--- src/hdl/lpddr_cfg.svh ---
// Constants for the low-power DDR SDRAM command, mode and burst block
`ifndef LPDDR_CFG_SVH
`define LPDDR_CFG_SVH

// ==========================================================
// Timing
`define LPDDR_CLK_MHZ          200
`define LPDDR_INIT_WAIT_US     200
`define LPDDR_INIT_WAIT_CYC    (`LPDDR_INIT_WAIT_US * `LPDDR_CLK_MHZ)

// ==========================================================
// Array geometry
`define LPDDR_BANKS            4
`define LPDDR_ROWS_X16         8192
`define LPDDR_ROWS_X32         4096
`define LPDDR_COLS             512

// ==========================================================
// Mode register fields
`define LPDDR_MR_BL_LSB        0
`define LPDDR_MR_BT_BIT        3
`define LPDDR_MR_CL_LSB        4
`define LPDDR_MR_OPM_LSB       7
`define LPDDR_BL_CODE_2        3'h1
`define LPDDR_BL_CODE_4        3'h2
`define LPDDR_BL_CODE_8        3'h3
`define LPDDR_CL_CODE_2        3'h2
`define LPDDR_CL_CODE_3        3'h3
`define LPDDR_AP_BIT           10
`define LPDDR_BA_STD           2'h0
`define LPDDR_BA_EXT           2'h2
`define LPDDR_MR_RESET         13'h0000

// ==========================================================
// Register port
`define LPDDR_REG_STATUS       2'h0
`define LPDDR_REG_MODE         2'h1
`define LPDDR_REG_EXT          2'h2
`define LPDDR_REG_CTRL         2'h3
`define LPDDR_ST_READY_BIT     0
`define LPDDR_ST_SEQERR_BIT    1
`define LPDDR_ST_ACCERR_BIT    2
`define LPDDR_ST_MRSERR_BIT    3
`define LPDDR_ST_RSVD_BIT      4
`define LPDDR_ST_CKSTOP_BIT    5
`define LPDDR_ST_BANK_LSB      8

`endif

--- src/hdl/lpddr_pkg.sv ---
// Types for the low-power DDR SDRAM command, mode and burst block
package lpddr_pkg;

    // ==========================================================
    // Command pins as sampled
    typedef struct packed {
        logic        cke;
        logic        cs_n;
        logic        ras_n;
        logic        cas_n;
        logic        we_n;
        logic [1:0]  ba;
        logic [12:0] addr;
    } lpddr_pins_t;

    // Core access: one double-width word per core clock
    typedef struct packed {
        logic        valid;
        logic        write;
        logic [1:0]  bank;
        logic [12:0] row;
        logic [8:0]  col_first;
        logic [8:0]  col_second;
    } lpddr_core_t;

    typedef enum logic [2:0] {
        LPDDR_CMD_NOP, LPDDR_CMD_ACT, LPDDR_CMD_RD, LPDDR_CMD_WR,
        LPDDR_CMD_BST, LPDDR_CMD_PRE, LPDDR_CMD_REF, LPDDR_CMD_LMR
    } lpddr_cmd_t;

    typedef enum {
        LPDDR_ST_POWERUP, LPDDR_ST_WANT_PRE, LPDDR_ST_WANT_REF,
        LPDDR_ST_WANT_MODES, LPDDR_ST_READY
    } lpddr_state_t;

    typedef struct packed {
        lpddr_pins_t       sync1;
        lpddr_pins_t       sync2;
        lpddr_state_t      state;
        logic [31:0]       wait_cnt;
        logic [1:0]        ref_cnt;
        logic              got_std;
        logic              got_ext;
        logic [12:0]       mode;
        logic [12:0]       ext;
        logic [3:0]        bank_open;
        logic [3:0][12:0]  rows;
        logic              bst_act;
        logic              bst_write;
        logic [1:0]        bst_bank;
        logic [8:0]        bst_start;
        logic [1:0]        bst_beat;
        logic              ctrl_x16;
        logic              seq_err;
        logic              acc_err;
        logic              mrs_err;
        logic              rsvd_mode;
        logic              ckstop_err;
        lpddr_core_t       core;
        logic [2:0]        rd_pipe;
        logic              dout_valid;
        logic [31:0]       rdata;
    } lpddr_regs_t;

endpackage : lpddr_pkg

--- src/hdl/lpddr_ctrl.sv ---
// Command decode, initialization tracking, mode registers and burst addressing
`timescale 1ns/1ps
`include "lpddr_cfg.svh"

// Function
// - Four banks; x16 has 8192 rows, x32 4096 rows, 512 columns each.
// - Core moves one double-width word per clock, two pin transfers.
// - ACTIVE selects bank and row; READ/WRITE gives burst start column.
// - Power loss repeats initialization; no clock stop before it completes.
// - Standard mode register written by LMR with bank bits zero.
// - Standard mode register holds value until rewritten; array untouched.
// - Burst lengths 2, 4 or 8, same for reads and writes.
// - Burst wraps inside aligned block equal to burst length.
// - Sequential order: offset is start plus i modulo burst length.
// - Interleaved order: offset is start XOR i within the block.
// - Read latency programmable to two or three clocks.
// - First read data at n+1 (latency 2) or n+2 (latency 3) clocks.
// - Normal mode needs upper op-code bits zero; A0-A6 hold settings.
// - No delay-locked loop aligns output timing.
// - LMR is chip select, row, column and write strobes low, CKE high.
// - LMR with bank bits 0 low, 1 high writes the extended register.
// - Precharge acts on all banks when A10 high, else one bank.
module lpddr_ctrl #(
    parameter int unsigned INIT_WAIT_CYCLES = `LPDDR_INIT_WAIT_CYC
) (
    // Clock and reset
    input  wire logic                 mclk_i,
    input  wire logic                 reset_i,
    // Command pins from the memory controller
    input  wire lpddr_pkg::lpddr_pins_t pins_i,
    // Register port
    input  wire logic [1:0]           reg_addr_i,
    input  wire logic [31:0]          reg_wdata_i,
    input  wire logic                 reg_write_i,
    input  wire logic                 reg_read_i,
    output logic [31:0]               reg_rdata_o,
    // Core array access and read data timing
    output lpddr_pkg::lpddr_core_t    core_o,
    output logic                      dout_valid_o,
    output logic                      ready_o
);
    import lpddr_pkg::*;

    lpddr_regs_t r_reg;
    lpddr_regs_t r_next;

    // ==========================================================
    // Column of the i-th access inside an aligned block
    function automatic logic [8:0] burst_col(input logic [8:0] start, input logic [2:0] idx,
                                             input logic [2:0] mask, input logic interleave);
        logic [2:0] off;
        off = interleave ? (start[2:0] ^ idx) : 3'(start[2:0] + idx);
        burst_col = {start[8:3], (start[2:0] & ~mask) | (off & mask)};
    endfunction : burst_col

    lpddr_cmd_t  cmd;
    logic [2:0]  bl_mask;
    logic [1:0]  last_beat;
    logic        cl3;
    logic [12:0] opm_mask;
    lpddr_pins_t p;

    always_comb begin
        p = r_reg.sync2;
        // Decode only when selected with clock enable high
        cmd = LPDDR_CMD_NOP;
        if (p.cke && !p.cs_n) begin
            // Active-high strobe code {ras, cas, we}; ACTIVE and BURST TERMINATE
            // do not follow the enum order, so they are mapped by hand
            case ({~p.ras_n, ~p.cas_n, ~p.we_n})
                3'h4: begin
                    cmd = LPDDR_CMD_ACT;
                end
                3'h1: begin
                    cmd = LPDDR_CMD_BST;
                end
                default: begin
                    cmd = lpddr_cmd_t'({~p.ras_n, ~p.cas_n, ~p.we_n});
                end
            endcase
        end
        // Burst length field; reserved codes fall back to length 2
        case (r_reg.mode[`LPDDR_MR_BL_LSB +: 3])
            `LPDDR_BL_CODE_4: begin
                bl_mask   = 3'h3;
                last_beat = 2'h1;
            end
            `LPDDR_BL_CODE_8: begin
                bl_mask   = 3'h7;
                last_beat = 2'h3;
            end
            default: begin
                bl_mask   = 3'h1;
                last_beat = 2'h0;
            end
        endcase
        cl3 = (r_reg.mode[`LPDDR_MR_CL_LSB +: 3] != `LPDDR_CL_CODE_2);
        // The x32 part ignores A12 in the operating-mode field
        opm_mask = r_reg.ctrl_x16 ? 13'h1f80 : 13'h0f80;
    end

    always_comb begin
        r_next = r_reg;
        // Two flip-flops before any logic reads the pins
        r_next.sync1 = pins_i;
        r_next.sync2 = r_reg.sync1;
        r_next.core.valid = 1'b0;
        r_next.rdata = 32'h0;
        // Software clears first, so an event later in this process still sets the flag
        if (reg_write_i && reg_addr_i == `LPDDR_REG_STATUS) begin
            r_next.seq_err    = r_reg.seq_err    & ~reg_wdata_i[`LPDDR_ST_SEQERR_BIT];
            r_next.acc_err    = r_reg.acc_err    & ~reg_wdata_i[`LPDDR_ST_ACCERR_BIT];
            r_next.mrs_err    = r_reg.mrs_err    & ~reg_wdata_i[`LPDDR_ST_MRSERR_BIT];
            r_next.ckstop_err = r_reg.ckstop_err & ~reg_wdata_i[`LPDDR_ST_CKSTOP_BIT];
        end

        // ======================================================
        // Initialization tracking; reset stands in for power loss
        case (r_reg.state)
            LPDDR_ST_POWERUP: begin
                if (cmd != LPDDR_CMD_NOP) begin
                    r_next.seq_err = 1'b1;
                end
                if (r_reg.wait_cnt >= INIT_WAIT_CYCLES - 1) begin
                    r_next.state = LPDDR_ST_WANT_PRE;
                end else begin
                    r_next.wait_cnt = r_reg.wait_cnt + 32'h1;
                end
            end
            LPDDR_ST_WANT_PRE: begin
                if (cmd == LPDDR_CMD_PRE && p.addr[`LPDDR_AP_BIT]) begin
                    r_next.state = LPDDR_ST_WANT_REF;
                end else if (cmd != LPDDR_CMD_NOP) begin
                    r_next.seq_err = 1'b1;
                end
            end
            LPDDR_ST_WANT_REF: begin
                if (cmd == LPDDR_CMD_REF) begin
                    r_next.ref_cnt = r_reg.ref_cnt + 2'h1;
                    if (r_reg.ref_cnt == 2'h1) begin
                        r_next.state = LPDDR_ST_WANT_MODES;
                    end
                end else if (cmd != LPDDR_CMD_NOP) begin
                    r_next.seq_err = 1'b1;
                end
            end
            LPDDR_ST_WANT_MODES: begin
                if (cmd != LPDDR_CMD_NOP && cmd != LPDDR_CMD_LMR) begin
                    r_next.seq_err = 1'b1;
                end
                if (r_reg.got_std && r_reg.got_ext) begin
                    r_next.state = LPDDR_ST_READY;
                end
            end
            LPDDR_ST_READY: begin
            end
            default: begin
                r_next.state = LPDDR_ST_POWERUP;
            end
        endcase

        // Clock enable may only drop once initialization is done
        if (r_reg.state != LPDDR_ST_READY && !p.cke) begin
            r_next.ckstop_err = 1'b1;
        end

        // ======================================================
        // Mode register loads
        if (cmd == LPDDR_CMD_LMR && r_reg.state >= LPDDR_ST_WANT_MODES) begin
            if (r_reg.bank_open != 4'h0 || r_reg.bst_act) begin
                r_next.mrs_err = 1'b1;
            end
            if (p.ba == `LPDDR_BA_STD) begin
                r_next.mode    = p.addr;
                r_next.got_std = 1'b1;
                r_next.rsvd_mode = (p.addr & opm_mask) != 13'h0;
            end else if (p.ba == `LPDDR_BA_EXT) begin
                r_next.ext     = p.addr;
                r_next.got_ext = 1'b1;
            end else begin
                r_next.mrs_err = 1'b1;
            end
        end

        // ======================================================
        // Per-bank row state
        for (int b = 0; b < `LPDDR_BANKS; b++) begin
            if (r_reg.state == LPDDR_ST_READY && cmd == LPDDR_CMD_ACT && p.ba == 2'(b)) begin
                r_next.bank_open[b] = 1'b1;
                r_next.rows[b]      = r_reg.ctrl_x16 ? p.addr : {1'b0, p.addr[11:0]};
            end
            if (cmd == LPDDR_CMD_PRE && (p.addr[`LPDDR_AP_BIT] || p.ba == 2'(b))) begin
                r_next.bank_open[b] = 1'b0;
            end
        end

        // ======================================================
        // Burst engine: two columns per core clock
        if (r_reg.bst_act) begin
            r_next.core.valid      = 1'b1;
            r_next.core.write      = r_reg.bst_write;
            r_next.core.bank       = r_reg.bst_bank;
            r_next.core.row        = r_reg.rows[r_reg.bst_bank];
            r_next.core.col_first  = burst_col(r_reg.bst_start, {r_reg.bst_beat, 1'b0}, bl_mask,
                                               r_reg.mode[`LPDDR_MR_BT_BIT]);
            r_next.core.col_second = burst_col(r_reg.bst_start, {r_reg.bst_beat, 1'b1}, bl_mask,
                                               r_reg.mode[`LPDDR_MR_BT_BIT]);
            r_next.bst_beat = r_reg.bst_beat + 2'h1;
            if (r_reg.bst_beat == last_beat) begin
                r_next.bst_act = 1'b0;
            end
        end
        if (cmd == LPDDR_CMD_BST) begin
            r_next.bst_act = 1'b0;
        end
        // A new column command to an open bank takes over any burst in flight
        if (r_reg.state == LPDDR_ST_READY && (cmd == LPDDR_CMD_RD || cmd == LPDDR_CMD_WR)) begin
            if (!r_reg.bank_open[p.ba]) begin
                r_next.acc_err = 1'b1;
            end else begin
                r_next.bst_act   = 1'b1;
                r_next.bst_write = (cmd == LPDDR_CMD_WR);
                r_next.bst_bank  = p.ba;
                r_next.bst_start = p.addr[8:0];
                r_next.bst_beat  = 2'h0;
            end
        end

        // ======================================================
        // Read latency: data valid with the beat (latency 2) or one clock after it (latency 3);
        // there is no delay-locked loop, so timing is cycle based only
        r_next.rd_pipe    = {r_reg.rd_pipe[1:0], r_reg.bst_act & ~r_reg.bst_write};
        r_next.dout_valid = cl3 ? r_reg.rd_pipe[0] : (r_reg.bst_act & ~r_reg.bst_write);

        // ======================================================
        // Register port
        if (reg_write_i && reg_addr_i == `LPDDR_REG_CTRL) begin
            r_next.ctrl_x16 = reg_wdata_i[0];
        end
        if (reg_read_i) begin
            case (reg_addr_i)
                `LPDDR_REG_STATUS: begin
                    r_next.rdata[`LPDDR_ST_READY_BIT]  = (r_reg.state == LPDDR_ST_READY);
                    r_next.rdata[`LPDDR_ST_SEQERR_BIT] = r_reg.seq_err;
                    r_next.rdata[`LPDDR_ST_ACCERR_BIT] = r_reg.acc_err;
                    r_next.rdata[`LPDDR_ST_MRSERR_BIT] = r_reg.mrs_err;
                    r_next.rdata[`LPDDR_ST_RSVD_BIT]   = r_reg.rsvd_mode;
                    r_next.rdata[`LPDDR_ST_CKSTOP_BIT] = r_reg.ckstop_err;
                    r_next.rdata[`LPDDR_ST_BANK_LSB +: 4] = r_reg.bank_open;
                end
                `LPDDR_REG_MODE: begin
                    r_next.rdata[12:0] = r_reg.mode;
                end
                `LPDDR_REG_EXT: begin
                    r_next.rdata[12:0] = r_reg.ext;
                end
                `LPDDR_REG_CTRL: begin
                    r_next.rdata[0] = r_reg.ctrl_x16;
                end
                default: begin
                    r_next.rdata = 32'h0;
                end
            endcase
        end
    end

    always_ff @(posedge mclk_i) begin
        if (reset_i) begin
            r_reg       <= '0;
            r_reg.state <= LPDDR_ST_POWERUP;
            r_reg.mode  <= `LPDDR_MR_RESET;
            r_reg.ext   <= `LPDDR_MR_RESET;
            // Idle pins deselect until the synchroniser fills
            r_reg.sync1.cs_n <= 1'b1;
            r_reg.sync2.cs_n <= 1'b1;
            r_reg.sync1.cke  <= 1'b1;
            r_reg.sync2.cke  <= 1'b1;
        end else begin
            r_reg <= r_next;
        end
    end

    assign reg_rdata_o  = r_reg.rdata;
    assign core_o       = r_reg.core;
    assign dout_valid_o = r_reg.dout_valid;
    assign ready_o      = (r_reg.state == LPDDR_ST_READY);

endmodule : lpddr_ctrl

--- config.mk ---
export PLATFORM = sky130hd
export DESIGN_NAME = lpddr_ctrl
export DESIGN_NICKNAME = d
export VERILOG_FILES = /design/src/hdl/lpddr_pkg.sv /design/src/hdl/lpddr_ctrl.sv
export VERILOG_INCLUDE_DIRS = /design/src /design/src/hdl
export SDC_FILE = /design/constraint.sdc
export NUM_CORES = 1
export LEC_CHECK = 0
export ABC_AREA = 1
export ABC_CLOCK_PERIOD_IN_PS = 2200
export BUFFER_PORTS_ARGS = -buffer_cell sky130_fd_sc_hd__buf_2
export CORE_UTILIZATION = 45
export DETAILED_ROUTE_END_ITERATION = 16
export SLEW_MARGIN = 20
export SYNTH_ARGS = -nofsm -noshare
export SYNTH_HDL_FRONTEND = slang
export SYNTH_SLANG_ARGS = --single-unit
--- constraint.sdc ---
create_clock -name mclk_i -period 2.2 [get_ports mclk_i]
set_input_delay 0.33 -clock mclk_i [delete_from_list [all_inputs] [get_ports mclk_i]]
set_output_delay 0.33 -clock mclk_i [all_outputs]
set_load 0.02 [all_outputs]
Word-level counts from Yosys, hierarchy flattened

Cells that the tools add are included.
Widths: inputs -> output; s select.

Bitwise logic cells: 26
Reduce and logical (&&, ||, !) cells: 44
Equal/unequal tests: 32
Add/sub/neg operators: 5
Multiplexer cells: 46
Magnitude comparators: 4

Operator list:

| operator              | count |
|---|---|
| $mux 32               | 5 |
| $pmux 32 s5           | 1 |
| $eq 32x2->1 const B   | 2 |
| $mux 13               | 3 |
| $mux 35               | 1 |
| $add 32x1->32 const B | 1 |
| $eq 32x1->1 const B   | 1 |
| $eq 32x3->1 const B   | 1 |
| $eq 32x4->1 const B   | 1 |
| $ge 32x16->1 const B  | 1 |
| $ge 32x3->1 const B   | 1 |
| $logic_not 32->1      | 1 |
| $ne 32x4->1 const B   | 1 |
| $mux 15               | 2 |
| $bmux 13 s2           | 1 |
| $logic_and 1x1->1     | 18 |
| $mux 1                | 17 |
| $eq 3x3->1 const B    | 5 |
| $pmux 5 s3            | 1 |
| $and 13x13->13        | 1 |
| $reduce_bool 13->1    | 1 |
| $eq 3x2->1 const B    | 4 |
| $mux 3                | 4 |
| $not 1->1             | 12 |
| 32 further kinds      | 71 |

Input bits: 58
Flip-flop bits (word level): 280
Word-level logic and storage cells: 207
Output and inout port bits: 69

Depth between registers and ports, before layout

Gate-level depths: netlist of the first run.

Word-level depth: 8
Gate-level depth with buffers: 11
Mapped depth without buffers: 11

Least setup slack after synthesis of the first run

OpenSTA, ideal clock, no wires.

Kind: reg-to-reg
From: reg r_reg[178] (netlist name)
To: reg r_reg[187] (netlist name)
Stages on the path, launching flop included: 12
Data required time: 2,068 ps
Period minus slack after synthesis: 1,497 ps
Library setup time: 132 ps
Slack: 703 ps
Data arrival time: 1,365 ps
Buffers on the path: 1
Path through: dfxtp_1 -> ha_1 -> nand2_1 -> nor2_2 -> nand2_1 -> nand2_1 -> nand2_1 -> nand3_2 -> inv_1 -> buf_4 -> nand2_1 -> a21oi_1

Word-level cells in the longest chain between the ends: 3
Elaborated cells on any way between the ends: 4
Classes of those cells: add/sub: 1; order compare: 1; bitwise: 1; reduce/logical: 1

Ends and longest elaborated chain:

| what                       | RTL line          | text |
|---|---|---|
| start: declaration         | lpddr_ctrl.sv:44  | `lpddr_regs_t r_reg;` |
| start signal: assignment   | lpddr_ctrl.sv:279 | `r_reg <= r_next;` |
| $ge 32x16->1               | lpddr_ctrl.sv:124 | `if (r_reg.wait_cnt >= INIT_WAIT_CYCLES - 1) begin` |
| $not 1->1 (no line)        | -                 |  |
| $reduce_and 2->1 (no line) | -                 |  |

Parallel ways exist; a longest one is shown, timed or not.
A chain may end at the register's enable or synchronous reset.

Worst setup path in the final report of the first run

From: reg r_reg[178] (netlist name)
To: reg r_reg[212] (netlist name)

Word-level cells in the longest chain between the ends: 3

Ends and longest elaborated chain:

| what                       | RTL line |
|---|---|
| $ge 32x16->1               | lpddr_ctrl.sv:124 |
| $ne 2x2->1 (no line)       | - |
| $reduce_and 6->1 (no line) | - |

Every way passes these cells.

==> metrics, run 1 <==
status=finished, final reports clean; top cells by area, synth=dfxtp_1 48%, nor2_1 10%, o21ai_0 7.1%; Yosys top cell by area=dfxtp_1; Worst Path Required=around 2.7 ns; post-CTS sizing=0; ys async rst share=0%; critical path depth=12; GPL Wtd Cong=approximately 0.84; vias in the first global route=slightly below 7000; Tcrit/Tclk final=82.2%; max_slew headroom=64.2%; initial core utilization=about 46%; Gate Count Post-Synth=~1200; CP Class=register to register; clk buf depth=3; register area share after synthesis=a little under half; top_reg_cell synth=dfxtp_1; TritonCTS buffer count=24; maximum VDD drop=between 0.0005 and 0.0006 V; dpl cells=1515; routed via count=roughly 7500; CTS tree=done; count leader, synth=nor2_1; die width=~150 um; clk root buf=clkbuf_16; Cell Area, Synth=9430 sq um; remaining antenna violation count after routing=0; IO buf count=80; final WL=approximately 21000 um; number of flip-flops in the largest register=roughly 140; Worst Reg-to-Reg Cells=12; layout cells sized above 1=a little over an eighth; worst min path class=input pin to register; Max Slew Vio Count=0; vias per inst=a little under 5; # diodes=0; Post-synth EDFFs=0; Synth top cells by count=251 x nor2_1, 226 x dfxtp_1, 136 x inv_1; CP Launch Type=register; die area=21500 sq um; drt drc=0; sum of buffers and inverters on the critical path=1; FF+latch count, synth=roughly 230; Die H=about 150 um; Setup TNS=0 ns; RSZ-0062 raised after global routing=no; synth warn=0; Critical Path, Cell by Cell=ha_1 > nand2_1 > nor2_2 > nand2_1 > nand2_1 > nand2_1 > nand3_2 > buf_4 > nand3_2 > nand2_1 > nand2_1 > nor2_1; maxcap violations=0; WP data arrival=around 2.3 ns; fin crit period=between 1.5 and 2 ns; CTS H-tree depth=1; Pleak=around 4.9 nW; pwr dens=around 910 nW/um^2; Core Region=20400 sq um; initial antenna violation count=0; gr ovfl total=0; critical path peak fanout=8; Fillers=1971; largest net degree at the start of global routing=98; drt initial violations=about 570; detailed placement HPWL=14100 um; DR WL/cell=13.6 um; number of I/O pins=127; clock latency on the worst-skew pair=0.51 ns; first-pass GRT wire length=about 35000 um; Post-Layout Cell Count=1559; count of cell types in the netlist=39; max incr delay on CP=between 0.3 and 0.4 ns; final hold vios=0; Final #Nets=~1300; Syn Area/Cell=between 7 and 8 sq um; Worst Clk Skew=about 0.0074 ns; DR pass1 iterations=5; P&R area growth vs syn=11.9%; FMAX=0.553 GHz; clock transition at the registers of the reported paths=roughly 0.06 ns; hold path cells=2; Max stage delay cell, worst path=dfxtp_1; endpoint class of the critical path=register; final setup fails=0; CP dominant cell by count=nand2_1; Setup Fix Bufs, Post-CTS=0; GRT Util Overall=between 10% and 20%; Row Count=52; post-synth top area share=48.0%; CP delay by family, top=simple AND/OR/NAND/NOR gates; Worst Tran Pin Value=approximately 0.54 ns; clk sinks=between 200 and 250
report_power, final:
part | internal (mW) | switching, mW
registers | 4.19 | 0.113
clock network | 2.79 | 1.59
logic | 0.298 | 0.629
total | 7.28 | 2.33
layout by cell type, fill, tap and decap left out, drive strengths merged:
cell type	n
or2	6
clkbuf	34
a21oi	86
xnor2	1
nand3b	3
conb	19
clkinvlp	1
o221ai	9
nand2	136
o21ai	155
clkinv	7
xor2	11
nor3	8
ha	9
nor2	261
nor3b	1
nand3	29
dlygate4sd3	1
bufinv	5
buf	100
dfxtp	226
o21a	1
o31ai	1
o211ai	3
nand4	7
o22ai	15
a211oi	3
inv	150
fa	1
per-layer routing:
metal / wire [um] / vias to the layer above / GRT usage, % / part of all wire [%]
met3: 1050 / 29 / 3.14 / 4.9
li1: - / 3924 / - / -
met4: 450 / 0 / 6.20 / 2.1
met5: 0 / - / 0 / 0
met2: 9600 / 184 / 32.6 / 45
met1: 10200 / 3360 / 27.1 / 48
through the flow:
stage	hold slack [ns]	util, %	worst slack [ns]	power [mW]	cell area (sq um)
2_1_floorplan	0.388	-	0.703	5.14	9500
3_3_place_gp	0.391	47.5	0.433	5.31	9670
3_5_place_dp	0.392	47.5	0.438	5.32	9670
4_1_cts	0.00807	51.8	0.376	9.72	10500
5_1_grt	0.0261	51.8	0.120	10.0	10500
6_report	0.0273	51.8	0.392	9.61	10500
kinds of logic after synthesis:
| group | count (synthesis) | synth area share, % |
|---|---|---|
| AOI/OAI and AO/OA | 273 | 15.4 |
| and+or+nand+nor | 451 | 19.8 |
| DFF | 226 | 48.0 |
| xor gates and xnor gates | 12 | 1.11 |
| other | 1 | 0.0398 |
| buffers and inverters | 275 | 14.3 |
| adders and majority gates | 10 | 1.41 |
what timing repair did:
| item | CTS | global route |
|---|---|---|
| hold buffers | 1 | 0 |
| hold endpoints to repair | 1 | 0 |
| endpoints found under the setup margin | 0 | 0 |
worst paths after layout:
path,from,endpoint,slack (ns)
setup / recovery,r_reg[178],r_reg[212],0.39
hold / removal,pins_i[18],r_next[260],0.03
setup reg to reg,r_reg[178],r_reg[212],0.39
hold reg to reg,r_next[252],p[10],0.40
area by class of cell:
class | count | area [sq um] | share of cell area, %
flip-flops and latches | 226 | 4520 | 42.9
multi-input cells | 765 | 3620 | 34.3
inverters | 154 | 578 | 5.48
repair buffers | 101 | 613 | 5.81
well taps | 270 | 338 | 3.20
clock inverters | 9 | 173 | 1.64
clock buffers | 34 | 699 | 6.63
Power figures use the tool's default switching activity.
==> inputs of run 2 (changes only) <==
--- a/config.mk
+++ b/config.mk
@@ -6,8 +6,8 @@
 export SDC_FILE = /design/constraint.sdc
 export NUM_CORES = 1
 export LEC_CHECK = 0
-export ABC_AREA = 1
-export ABC_CLOCK_PERIOD_IN_PS = 2200
+export ABC_AREA = 0
+export ABC_CLOCK_PERIOD_IN_PS = 1800
 export BUFFER_PORTS_ARGS = -buffer_cell sky130_fd_sc_hd__buf_2
 export CORE_UTILIZATION = 45
 export DETAILED_ROUTE_END_ITERATION = 16
==> constraint.sdc (replaced) <==
create_clock -name mclk_i -period 1.8 [get_ports mclk_i]
set_input_delay 0.27 -clock mclk_i [delete_from_list [all_inputs] [get_ports mclk_i]]
set_output_delay 0.27 -clock mclk_i [all_outputs]
set_load 0.02 [all_outputs]
==> run 2 against run 1 <==
Compared with the run above:
- the run now ends with negative setup slack left
- non-clock buffer count grew 68
- clock power is 12% higher
- sequential cell count is the same
- power up 12%
- sequential power rose by 20%
- synthesized cell count shrank 26%
- combinational power shrank 21%
- critical path depth down 6
- global-route usage down 0.77 points
- highest routed layer unchanged
==> metrics, run 2 <==
layout cells sized above 1=24.9% (+11 points); final worst slack=-0.216 ns (-0.608 ns); remaining antenna violation count after routing=0 (unchanged); clk sinks=226 (unchanged); status=complete, but fails checks; top_reg_cell synth=dfxtp_1; final hold vios=0 (unchanged); die area=20900 sq um (-3.0%); GPL Wtd Cong=0.813 (-3.3%); drt drc=0 (unchanged); clock transition at the registers of the reported paths=0.06 ns (about the same); CTS tree=done; max_slew headroom=58.5% (-5.7 points); failing checks=negative setup slack; DP Worst Slack=-0.205 ns (-0.642 ns); CP Launch Type=register; maximum VDD drop=0.000504 V (-2.8%); Fillers=1755 (-11%); endpoint class of the critical path=register; Cell Area, Synth=9150 sq um (-3.0%); post-synth top area share=49.5% (+1.5 points); initial core utilization=46.4% (+0.085 points); Worst Reg-to-Reg Cells=6 (-6); vias in the first global route=6011 (-12%); met3 WL post-DR=799 um (-24%); RR Endpoint=r_reg[187]; TritonCTS buffer count=24 (unchanged); DR WL/cell=15.4 um (+13%); drt initial violations=276 (-52%); final setup fails=8 (+8); synth warn=0 (unchanged); critical path peak fanout=7 (-1); Worst Tran Pin Value=0.622 ns (+0.0856 ns); Hold EP=reg_rdata_o[0]; Post-synth EDFFs=0 (unchanged); gr ovfl total=0 (unchanged); P&R area growth vs syn=21.1%; count of cell types in the netlist=63 (+62%); # diodes=0 (unchanged); FMAX=0.496 GHz (-10%); die width=145 um (-1.5%); DR pass1 iterations=5 (unchanged); maxcap violations=0 (unchanged); detailed placement HPWL=12800 um (-9.3%); IO buf count=80 (unchanged); number of flip-flops in the largest register=142 (unchanged); final WL=20000 um (-5.8%); wire length on met2=9140 um (-4.8%); Tcrit/Tclk final=112% (+30 points); internal reg-to-reg setup slack=-0.22 ns (-0.61 ns); Yosys top cell by area=dfxtp_1; clock latency on the worst-skew pair=0.51 ns (about the same); top cells by area, synth=dfxtp_1 49%, mux2i_1 11%, nor2_1 6.4%; CP Class=register to register; count leader, synth=dfxtp_1; Synth top cells by count=226 x dfxtp_1, 156 x nor2_1, 99 x mux2i_1; Worst Path Required=2.25 ns (-0.40 ns); hold_sp=reg_read_i; RSZ-0062 raised after global routing=yes; clk buf depth=3 (unchanged); Reg area=4540 sq um (+0.28%); number of I/O pins=127 (unchanged); largest net degree at the start of global routing=83 (-15%); ys async rst share=0% (unchanged); commonest cells after routing, fill and taps aside=218 x dfxtp_1, 156 x nor2_1, 96 x mux2i_1; Final #Nets=1083 (-19%); area occupied by multi-input gates=4090 sq um (+13%); clk root buf=clkbuf_16; Gate Count Post-Synth=924 (-26%); commonest non-fill, non-tap cell in the layout=dfxtp_1; Syn Area/Cell=9.90 sq um (+31%); Die H=145 um (-1.5%); Max Slew Vio Count=0 (unchanged); Worst Clk Skew=0.00778 ns (+0.000404 ns); Core Region=19700 sq um (-3.2%); highest metal used=met4; WP data arrival=2.46 ns (+0.21 ns); vias per inst=4.97 (+3.4%); pwr dens=976 nW/um^2 (+7.1%); worst reg2reg startpoint=r_reg[206]; Row Count=51 (-1.9%); initial antenna violation count=0 (unchanged); CTS H-tree depth=1 (unchanged); first-pass GRT wire length=31500 um (-10%); Pleak=4.59 nW (-5.4%); hold slack final=0.0319 ns (+0.00460 ns); hold path cells=2 (unchanged); register area share after synthesis=49.5% (+1.5 points); routed via count=6450 (-14%); FF+latch count, synth=226 (unchanged); fin crit period=2.02 ns (+0.208 ns); worst min path class=input pin to register; M1 wire length=9820 um (-3.3%); GRT Util Overall=19.2% (-0.77 points)
## run 2: cell count changes after synthesis, moves of 44 or more
cell	previous run	this run
nor2_1	251	156
inv_1	136	13
mux2i_1	0	99
o21ai_0	134	10
nand2_1	133	46
a21oi_1	85	41
nor2b_1	0	62
## run 2: what timing repair did
item | in CTS | in global routing
endpoints found under the hold margin | 15 | 0
pin swaps | 13 | 12
endpoints found under the setup margin | 17 | 31
hold buffers | 15 | 0
gates resized for setup | 14 | 37
buffers inserted | 2 | 5
gates cloned | 1 | 1
## run 2: worst max-delay path, stage by stage (launching register included)
cell     delay, ns
dfxtp_2       0.33
nor4_4        0.27
nand3_1       0.14
or3_4         0.41
buf_6         0.15
or4_4         0.51
a21oi_2       0.14
## run 2: worst max-delay path by stage
stage	from	to	slack, ns	depth (start not counted)
2_1_floorplan	r_reg[206]	r_reg[190]	-0.20	7
3_3_place_gp	r_reg[206]	r_reg[192]	-0.17	6
3_5_place_dp	r_reg[206]	r_reg[190]	-0.20	6
4_1_cts	r_reg[209]	r_reg[192]	-0.19	6
5_1_grt	r_reg[206]	r_reg[187]	-0.30	6
6_report	r_reg[206]	r_reg[187]	-0.22	6
## run 2: area by class of cell
type                       count  share of cell area (%)
clock buffer                  31                    6.12
clock inverter                12                    1.11
inverter                      14                   0.475
multi-input combinational    580                    36.9
sequential                   226                    41.0
tap                          265                    2.99
timing repair buffer         169                    11.4
## run 2: power breakdown
| part | switching, mW | internal [mW] | leakage (nW) | total (mW) |
|---|---|---|---|---|
| Clock | 1.96 | 2.95 | 0.393 | 4.91 |
| Combinational | 0.383 | 0.349 | 2.37 | 0.732 |
| Sequential | 0.0780 | 5.09 | 1.83 | 5.16 |
| Total | 2.42 | 8.38 | 4.59 | 10.8 |
## run 2: routing by layer
| metal | track usage (%) | vias to the layer above |
|---|---|---|
| met5 | 0 | - |
| li1 | - | 3253 |
| met2 | 31.2 | 144 |
| met4 | 4.60 | 0 |
| met3 | 2.48 | 24 |
| met1 | 27.0 | 3029 |
## run 2: logic make-up after synthesis
family	count (synthesis)	share of synthesized area (%)
multiplexers	115	14.5
flip-flops	226	49.5
AO/OA/AOI/OAI	93	6.85
other	1	0.0410
XOR/XNOR	9	0.862
adder cells (fa/ha/maj)	10	1.45
AND/OR/NAND/NOR	334	18.2
buffers and inverters	136	8.63
## run 2: stage by stage
step                area, sq um  util, %  power, mW  setup TNS, ns  cells
finish                    11100     56.2       10.8          -1.30   1297
global route              11100     56.2       11.2          -2.89   1297
CTS                       10900     55.0       10.8          -1.27   1291
detailed placement         9820     49.8       5.89          -1.50   1230
global placement           9820     49.8       5.89          -1.22   1230
floorplan                  9220        -       5.64         -0.570    942
